[config.mk]
export PLATFORM = sky130hd
export DESIGN_NAME = aac_core
export DESIGN_NICKNAME = d
export VERILOG_FILES = /design/src/aac_alu.v /design/src/aac_core.v
export VERILOG_INCLUDE_DIRS = /design/src /design/src/src
export SDC_FILE = /design/constraint.sdc
export NUM_CORES = 1
export LEC_CHECK = 0
export BUFFER_PORTS_ARGS = -buffer_cell sky130_fd_sc_hd__buf_2
export CAP_MARGIN = 10
export CELL_PAD_IN_SITES_DETAIL_PLACEMENT = 1
export CELL_PAD_IN_SITES_GLOBAL_PLACEMENT = 1
export CORE_ASPECT_RATIO = 1.5
export CORE_MARGIN = 2
export CORE_UTILIZATION = 48
export CTS_BUF_LIST = sky130_fd_sc_hd__clkbuf_8 sky130_fd_sc_hd__clkbuf_16
export CTS_CLUSTER_DIAMETER = 50
export CTS_CLUSTER_SIZE = 20
export DETAILED_ROUTE_END_ITERATION = 7
export HOLD_SLACK_MARGIN = 0.05
export PLACE_DENSITY = 0.83
export SYNTH_ARGS = -nofsm -noshare
export SYNTH_HDL_FRONTEND = slang
export SYNTH_SLANG_ARGS = --single-unit
[constraint.sdc]
create_clock -name ref_clk -period 6.3 [get_ports ref_clk]
set_input_delay 0.945 -clock ref_clk [delete_from_list [all_inputs] [get_ports ref_clk]]
set_output_delay 0.945 -clock ref_clk [all_outputs]
set_load 0.02 [all_outputs]
[src/aac_consts.vh]
`ifndef AAC_CONSTS_VH
`define AAC_CONSTS_VH

// widths
`define AAC_DATA_W 8
`define AAC_INSN_W 14
`define AAC_PC_W 12
`define AAC_FADDR_W 8

// instruction cycle is four oscillator periods
`define AAC_OSC_PERIOD_NS 100
`define AAC_PHASES_PER_CYCLE 4

// instruction classes, bits 13:12
`define AAC_CLS_FILE 2'h0
`define AAC_CLS_LIT 2'h1
`define AAC_CLS_GOTO 2'h2
`define AAC_CLS_ACC 2'h3

// alu operations, bits 11:8
`define AAC_OP_MOVA 4'h0
`define AAC_OP_CLR 4'h1
`define AAC_OP_SUB 4'h2
`define AAC_OP_DEC 4'h3
`define AAC_OP_IOR 4'h4
`define AAC_OP_AND 4'h5
`define AAC_OP_XOR 4'h6
`define AAC_OP_ADD 4'h7
`define AAC_OP_MOVB 4'h8
`define AAC_OP_COM 4'h9
`define AAC_OP_INC 4'ha
`define AAC_OP_RRF 4'hb
`define AAC_OP_RLF 4'hc
`define AAC_OP_SWAP 4'hd

// core-held special registers, low seven address bits
`define AAC_SFR_INDF 7'h00
`define AAC_SFR_PCL 7'h02
`define AAC_SFR_STATUS 7'h03
`define AAC_SFR_FSR 7'h04
`define AAC_SFR_PCH 7'h0a

// status register bit positions
`define AAC_ST_C 0
`define AAC_ST_DC 1
`define AAC_ST_Z 2
`define AAC_ST_RP 5

// reset values
`define AAC_RST_STATUS 8'h00
`define AAC_RST_ACC 8'h00
`define AAC_RST_FSR 8'h00
`define AAC_RST_PC 12'h000

`endif

[src/aac_alu.v]
`timescale 1ns/10ps
`default_nettype none
`include "aac_consts.vh"

module aac_alu (
  input wire [7:0] a,
  input wire [7:0] b,
  input wire [3:0] op,
  input wire carry_in,
  output reg [7:0] result,
  output reg carry_out,
  output reg dc_out,
  output reg upd_c,
  output reg upd_dc,
  output reg upd_z
);

  // returns {digit carry, carry, sum}; subtraction feeds ~a and cin=1
  function [9:0] add_w;
    input [7:0] x;
    input [7:0] y;
    input cin;
    reg [8:0] s;
    reg [4:0] n;
    begin
      s = {1'b0, x} + {1'b0, y} + {8'h00, cin};
      n = {1'b0, x[3:0]} + {1'b0, y[3:0]} + {4'h0, cin};
      add_w = {n[4], s};
    end
  endfunction

  reg [9:0] sum;

  always @* begin
    sum = 10'h000;
    result = b;
    carry_out = carry_in;
    dc_out = 1'b0;
    upd_c = 1'b0;
    upd_dc = 1'b0;
    upd_z = 1'b1;
    case (op)
      `AAC_OP_MOVA: begin
        result = a;
        upd_z = 1'b0;
      end
      `AAC_OP_CLR: result = 8'h00;
      `AAC_OP_SUB: begin
        // carry set means no borrow, in both byte and nibble
        sum = add_w(b, ~a, 1'b1);
        result = sum[7:0];
        carry_out = sum[8];
        dc_out = sum[9];
        upd_c = 1'b1;
        upd_dc = 1'b1;
      end
      `AAC_OP_DEC: result = b - 8'h01;
      `AAC_OP_IOR: result = a | b;
      `AAC_OP_AND: result = a & b;
      `AAC_OP_XOR: result = a ^ b;
      `AAC_OP_ADD: begin
        sum = add_w(a, b, 1'b0);
        result = sum[7:0];
        carry_out = sum[8];
        dc_out = sum[9];
        upd_c = 1'b1;
        upd_dc = 1'b1;
      end
      `AAC_OP_MOVB: result = b;
      `AAC_OP_COM: result = ~b;
      `AAC_OP_INC: result = b + 8'h01;
      `AAC_OP_RRF: begin
        result = {carry_in, b[7:1]};
        carry_out = b[0];
        upd_c = 1'b1;
        upd_z = 1'b0;
      end
      `AAC_OP_RLF: begin
        result = {b[6:0], carry_in};
        carry_out = b[7];
        upd_c = 1'b1;
        upd_z = 1'b0;
      end
      `AAC_OP_SWAP: begin
        result = {b[3:0], b[7:4]};
        upd_z = 1'b0;
      end
      default: upd_z = 1'b0;
    endcase
  end

endmodule
`default_nettype wire

[src/aac_core.v]
// Function
// - the arithmetic unit is eight bits wide and adds, subtracts, shifts and does logic.
// - arithmetic treats operands and results as two's complement bytes.
// - two-operand work takes the accumulator plus a file register or a literal.
// - single-operand work acts on the accumulator or on one file register.
// - the accumulator is an eight-bit register that no data address reaches.
// - instructions update carry, digit carry and zero in the status register.
// - in subtraction carry and digit carry mean no borrow and no nibble borrow.
// - program and data use separate buses so instruction width is free of data width.
// - every instruction is one 14-bit word fetched whole in one cycle.
// - fetch of the next word overlaps execution, one cycle per non-branch.
// - the core addresses 4K program words and 176 bytes of general data.
// - file registers are reached directly or indirectly through a pointer.
// - status, pointer and program counter sit in the data address space.
// - any alu operation works on any register in any addressing mode.
// - the instruction cycle is a quarter of the oscillator, shown on a pin in rc mode.
// - a low master clear holds the core in reset.
`timescale 1ns/10ps
`default_nettype none
`include "aac_consts.vh"

module aac_core #(
  parameter PC_W = `AAC_PC_W,
  parameter GEN_RAM_BYTES = 176
) (
  input wire ref_clk,
  input wire reset,
  input wire master_clear_n,
  input wire rc_mode,
  output reg [PC_W-1:0] prog_addr,
  input wire [13:0] prog_data,
  output reg [7:0] file_addr,
  input wire [7:0] file_rd_data,
  output reg file_wr_en,
  output reg [7:0] file_wr_data,
  output reg cycle_clock_out,
  output reg [7:0] acc_value,
  output reg [7:0] status_value
);

  localparam [3:0] PH_Q1 = 4'b0001;
  localparam [3:0] PH_Q2 = 4'b0010;
  localparam [3:0] PH_Q3 = 4'b0100;
  localparam [3:0] PH_Q4 = 4'b1000;

  // master clear synchroniser: a change counts when stages two and three agree
  reg master_clear_n_s1;
  reg master_clear_n_s2;
  reg master_clear_n_s3;
  reg master_clear_n_level;

  always @(posedge ref_clk) begin
    if (reset) begin
      master_clear_n_s1 <= 1'b0;
      master_clear_n_s2 <= 1'b0;
      master_clear_n_s3 <= 1'b0;
      master_clear_n_level <= 1'b0;
    end else begin
      master_clear_n_s1 <= master_clear_n;
      master_clear_n_s2 <= master_clear_n_s1;
      master_clear_n_s3 <= master_clear_n_s2;
      if (master_clear_n_s2 == master_clear_n_s3) begin
        master_clear_n_level <= master_clear_n_s3;
      end
    end
  end

  wire core_rst = reset | ~master_clear_n_level;

  reg [3:0] phase;
  reg [13:0] ir;
  reg ir_valid;
  reg [PC_W-1:0] pc;
  reg [7:0] acc;
  reg [7:0] status;
  reg [7:0] fsr;
  reg [7:0] pch;
  reg [7:0] operand;
  reg branch_pending;
  reg [PC_W-1:0] branch_target;

  // decode of the instruction in execution
  wire [1:0] cls = ir[13:12];
  wire [3:0] op = ir[11:8];
  wire [6:0] fld = ir[6:0];
  wire is_file = (cls == `AAC_CLS_FILE);
  wire to_file = is_file & ir[7];

  // direct uses the bank bit, the pointer cell selects indirect
  wire [7:0] eff_addr = (fld == `AAC_SFR_INDF) ? fsr :
                        {status[`AAC_ST_RP], fld};

  function is_internal;
    input [7:0] addr;
    begin
      is_internal = (addr[6:0] == `AAC_SFR_INDF) |
                    (addr[6:0] == `AAC_SFR_PCL) |
                    (addr[6:0] == `AAC_SFR_STATUS) |
                    (addr[6:0] == `AAC_SFR_FSR) |
                    (addr[6:0] == `AAC_SFR_PCH);
    end
  endfunction

  // indirect through the pointer cell itself reads as zero
  reg [7:0] int_rd;
  always @* begin
    int_rd = 8'h00;
    if (file_addr[6:0] == `AAC_SFR_PCL) begin
      int_rd = pc[7:0];
    end else if (file_addr[6:0] == `AAC_SFR_STATUS) begin
      int_rd = status;
    end else if (file_addr[6:0] == `AAC_SFR_FSR) begin
      int_rd = fsr;
    end else if (file_addr[6:0] == `AAC_SFR_PCH) begin
      int_rd = pch;
    end
  end

  wire [7:0] alu_res;
  wire alu_c;
  wire alu_dc;
  wire upd_c;
  wire upd_dc;
  wire upd_z;

  // file class feeds a file byte, literal class a constant, acc class w
  aac_alu u_alu (
    .a(acc),
    .b(operand),
    .op(op),
    .carry_in(status[`AAC_ST_C]),
    .result(alu_res),
    .carry_out(alu_c),
    .dc_out(alu_dc),
    .upd_c(upd_c),
    .upd_dc(upd_dc),
    .upd_z(upd_z)
  );

  // an explicit status write lands first, then the flags of the operation
  reg [7:0] next_status;
  always @* begin
    next_status = status;
    if (to_file && file_addr[6:0] == `AAC_SFR_STATUS) begin
      next_status = alu_res;
    end
    if (upd_c) begin
      next_status[`AAC_ST_C] = alu_c;
    end
    if (upd_dc) begin
      next_status[`AAC_ST_DC] = alu_dc;
    end
    if (upd_z) begin
      next_status[`AAC_ST_Z] = (alu_res == 8'h00);
    end
  end

  wire [PC_W-1:0] pc_inc = pc + {{(PC_W-1){1'b0}}, 1'b1};
  wire [PC_W-1:0] pcl_target = {pch[PC_W-9:0], alu_res};

  // low seven bits select a core register in either bank
  function sfr_hit;
    input [7:0] addr;
    input [6:0] code;
    begin
      sfr_hit = (addr[6:0] == code);
    end
  endfunction

  // phase decodes; each phase owns one slice of the instruction cycle
  wire in_q1 = (phase == PH_Q1);
  wire in_q2 = (phase == PH_Q2);
  wire in_q3 = (phase == PH_Q3);
  wire in_q4 = (phase == PH_Q4);
  wire is_goto = (cls == `AAC_CLS_GOTO);

  // phase sequencer and the quarter-rate cycle clock
  always @(posedge ref_clk) begin
    if (core_rst) begin
      phase <= PH_Q1;
      cycle_clock_out <= 1'b0;
    end else begin
      case (phase)
        PH_Q1: begin
          phase <= PH_Q2;
          cycle_clock_out <= 1'b0;
        end
        PH_Q2: begin
          phase <= PH_Q3;
        end
        PH_Q3: begin
          phase <= PH_Q4;
          cycle_clock_out <= rc_mode;
        end
        PH_Q4: begin
          phase <= PH_Q1;
        end
        default: begin
          // a lost phase code falls back to q1 rather than hanging
          phase <= PH_Q1;
          cycle_clock_out <= 1'b0;
        end
      endcase
    end
  end

  // address goes out at q1 so the far side has a full phase to answer
  always @(posedge ref_clk) begin
    if (core_rst) begin
      file_addr <= 8'h00;
      operand <= 8'h00;
    end else if (in_q1) begin
      file_addr <= eff_addr;
    end else if (in_q2) begin
      if (cls == `AAC_CLS_LIT) begin
        operand <= ir[7:0];
      end else if (cls == `AAC_CLS_ACC) begin
        operand <= acc;
      end else if (is_internal(file_addr)) begin
        operand <= int_rd;
      end else begin
        operand <= file_rd_data;
      end
    end
  end

  // fetch side: a branch is resolved in q3 and takes effect at q4
  always @(posedge ref_clk) begin
    if (core_rst) begin
      ir <= 14'h0000;
      ir_valid <= 1'b0;
      pc <= `AAC_RST_PC;
      prog_addr <= `AAC_RST_PC;
      branch_pending <= 1'b0;
      branch_target <= `AAC_RST_PC;
    end else if (in_q3 && ir_valid) begin
      if (is_goto) begin
        branch_pending <= 1'b1;
        branch_target <= ir[PC_W-1:0];
      end else if (to_file && sfr_hit(file_addr, `AAC_SFR_PCL)) begin
        branch_pending <= 1'b1;
        branch_target <= pcl_target;
      end
    end else if (in_q4) begin
      ir <= prog_data;
      // the word now taken was prefetched, so a branch throws it away
      ir_valid <= ~branch_pending;
      branch_pending <= 1'b0;
      if (branch_pending) begin
        pc <= branch_target;
        prog_addr <= branch_target;
      end else begin
        pc <= pc_inc;
        prog_addr <= pc_inc;
      end
    end
  end

  // execute at q3; the write strobe stands for the q4 phase only
  always @(posedge ref_clk) begin
    if (core_rst) begin
      acc <= `AAC_RST_ACC;
      status <= `AAC_RST_STATUS;
      fsr <= `AAC_RST_FSR;
      pch <= 8'h00;
      file_wr_en <= 1'b0;
      file_wr_data <= 8'h00;
    end else if (in_q3 && ir_valid && !is_goto) begin
      status <= next_status;
      if (!to_file) begin
        acc <= alu_res;
      end else if (!is_internal(file_addr)) begin
        file_wr_en <= 1'b1;
        file_wr_data <= alu_res;
      end else if (sfr_hit(file_addr, `AAC_SFR_FSR)) begin
        fsr <= alu_res;
      end else if (sfr_hit(file_addr, `AAC_SFR_PCH)) begin
        pch <= alu_res;
      end
    end else if (in_q4) begin
      file_wr_en <= 1'b0;
    end
  end

  // mirrors lag the core by one clock; outputs stay flip-flop driven
  always @(posedge ref_clk) begin
    if (core_rst) begin
      acc_value <= `AAC_RST_ACC;
      status_value <= `AAC_RST_STATUS;
    end else begin
      acc_value <= acc;
      status_value <= status;
    end
  end

endmodule
`default_nettype wire

==> flow_metrics.tcl <==
set metrics [dict create \
    crit_buf_inv 2 \
    drc_errors 0 \
    first_pass_iters 5 \
    met3_usage_pct 4.02 \
    initial_utilization_pct 48.8 \
    grt_max_degree 69 \
    finalSetupViolations 0 \
    crit_top_cell "a21oi_1" \
    area_growth_pct 14.1 \
    ys_seq_area_share_pct 33.4 \
    place_hpwl_mm 19.8 \
    drt_iter0_markers 415 \
    die_area_um2 16300 \
    postLayoutCoreUtil_pct 55.7 \
    max_freq_ghz 0.245 \
    fill_cells 1941 \
    ant_nets 0 \
    synth_area_leaders "dfxtp_1 33%, nand2_1 7.9%, a21oi_1 7.7%" \
    yosysWarnings 0 \
    worstPathRequired_ns 6.64 \
    grt_busiest_layer "met2" \
    drt-vias-per-instance 6.35 \
    holdWs_ns 0.453 \
    cts_buffers 17 \
    fin_area_um2 8360 \
    cts.repair.resized 0 \
    die_x_um 105 \
    fin_nets 1052 \
    slew_violations 0 \
    io_pins 72 \
    yosysUniqueCellTypes 76 \
    critical_path.cell_chain "buf_4, nand2b_1, nor3_2, inv_1, ha_1, a21oi_1, a21oi_1, o41ai_1, xnor2_1, a211oi_1, or2_1, or3_1, a21oi_1" \
    fin_crit_ns 4.08 \
    hp-class "register to register" \
    syn-instance-count 957 \
    synth_nets 1019 \
    slowest_stage "o41ai_1" \
    cp_max_fo 44 \
    slew_headroom_pct 27.3 \
    dieHeight_um 155 \
    yosysTopAreaCellShare_pct 33.4 \
    use_met2_pct 62.9 \
    grt_pass1_wl_mm 43.7 \
    portBuffers 71 \
    skew_ns 0.0166 \
    outcome "finished clean" \
    coreArea_um2 15000 \
    worstMarginPinSlew_ns 1.09 \
    wl_mm 28.0 \
    synth_edf_count 0 \
    clk_path_buf_depth 2 \
    grt_pass1_vias 7899 \
    tns_ns 0 \
    postCtsSetupRepairBufs 0 \
    vias 7623 \
    synthArstFlopShare_pct 0 \
    critPathArrivalTime_ns 4.42 \
    worstSetupPathType "register to register" \
    root_buffer "clkbuf_16" \
    place_congestion 0.937 \
    worstSetupStartpointType "register" \
    synth-seq-cells 122 \
    crit_family "simple AND/OR/NAND/NOR gates" \
    cts_num_sinks 122 \
    path_clk_slew_ns 0.07 \
    grtUsageMet1_pct 36.4 \
    cap_violations 0 \
    hold_viol 0 \
    rows 55 \
    placed_cell_area_um2 7740 \
    fin_crit_sh_pct 64.7 \
    grt_antenna_before_repair 0 \
    mappedNetlistArea_um2 7320 \
    cts_tree "yes" \
    clk_latency_ns 0.43 \
    n_antenna_cell 0 \
    leakagePower_nw 2.85 \
    yosysTopAreaCell "dfxtp_1" \
    slowest_delay_ns 0.59 \
    h-tree-depth 4 \
    wire_per_inst_um 23.3 \
    power_mw 1.81 \
    drive_gt1_share_pct 13.1 \
    rsz0062_at_grt "no" \
    vdd_drop_max_v 0.000153 \
    grt_overflow 0 \
    syn_area_per_cell_um2 7.65 \
    cp-end-kind "register" \
    hold_buffers 0 \
    grt_util_all_layers_pct 34.6 \
    power.density_nw_per_um2 216 \
    ys.flop_type "dfxtp_1" \
]
## routing by layer
| layer | up-vias | share of wire, % |
|---|---|---|
| met1 | 3746 | 37 |
| met4 | 0 | 7.8 |
| met5 | - | 0 |
| li1 | 3494 | - |
| met3 | 114 | 3.8 |
| met2 | 269 | 51 |
## sequential cells by signal, summed over array words and instances, names as in the netlist, 4 cells and up
name	flops
pc	12
fsr	8
status_value	8
file_addr	8
file_wr_data	8
phase	4
operand	8
branch_target	12
ir	14
acc	8
acc_value	8
pch	8
status	8
## cell usage in the layout, fill, tap and decap left out, drive strengths merged, types with 7 or more instances in the layout
cell type | Yosys | routed
o21ai | 37 | 37
mux2i | 23 | 23
nor2b | 15 | 15
dfxtp | 122 | 122
inv | 30 | 33
a22oi | 9 | 9
and2 | 11 | 11
o22ai | 12 | 12
nand3b | 7 | 7
nand2 | 154 | 154
xnor2 | 9 | 9
nand3 | 22 | 22
clkbuf | 45 | 19
a21oi | 113 | 113
ha | 33 | 33
a211oi | 14 | 14
a211o | 8 | 8
buf | 23 | 81
nor3 | 25 | 25
a31oi | 9 | 9
nor2 | 80 | 80
a311oi | 10 | 10
nand2b | 16 | 16
o221ai | 7 | 7
## metrics by stage
step	std cells	setup slack, ns
floorplan	957	3.02
global placement	1169	2.57
detailed placement	1169	2.35
CTS	1200	2.28
global route	1201	1.94
finish	1201	2.22
## layout make-up
class | count | area [um2] | share of cell area [%]
multi-input combinational | 736 | 4510 | 53.9
sequential | 122 | 2440 | 29.2
clock inverter | 13 | 166 | 1.99
tap | 199 | 249 | 2.98
clock buffer | 18 | 439 | 5.25
timing repair buffer | 82 | 438 | 5.24
inverter | 31 | 116 | 1.39
## power by group
| part | total [mW] | leakage [nW] | switching [mW] | internal [mW] |
|---|---|---|---|---|
| clock | 1.02 | 0.289 | 0.390 | 0.633 |
| sequential | 0.773 | 0.983 | 0.000348 | 0.772 |
| combinational | 0.0107 | 1.58 | 0.00431 | 0.00640 |
## synthesized netlist by cell type (all sizes together), types with 7 or more instances
library cell / number
xnor2: 9
a21oi: 113
a31oi: 9
a211o: 8
nor3: 25
a22oi: 9
inv: 30
mux2i: 23
nand2: 154
o21ai: 37
o221ai: 7
nand2b: 16
o22ai: 12
and2: 11
ha: 33
nand3b: 7
clkbuf: 45
nor2: 80
nor2b: 15
a211oi: 14
a311oi: 10
dfxtp: 122
nand3: 22
buf: 23
## worst min-delay path, cell delays in order (launching register included)
cell     delay, ns
dfxtp_1       0.29
o21ai_0       0.06
a21oi_1       0.06
## final timing paths
| path | startpoint | endpoint | slack [ns] | cells past startpoint |
|---|---|---|---|---|
| worst max-delay path | ir[11] | pch[7] | 2.22 | 13 |
| worst min-delay path | master_clear_n_s3 | master_clear_n_level | 0.45 | 2 |
| worst max register to register | ir[11] | pch[7] | 2.22 | 13 |
| worst min register to register | master_clear_n_s3 | master_clear_n_level | 0.45 | 2 |
## cell families (layout without fill, tap and decap cells)
kind of cell	after synthesis	count (layout)	synth area share (%)
and+or+nand+nor	371	371	23.8
AOI/OAI and AO/OA	290	290	25.8
DFF	122	122	33.4
buffers and inverters	99	144	5.48
adders and majority gates	36	36	6.46
muxes	24	24	3.30
xor gates and xnor gates	15	15	1.79
(Power assumes the default switching activity.)
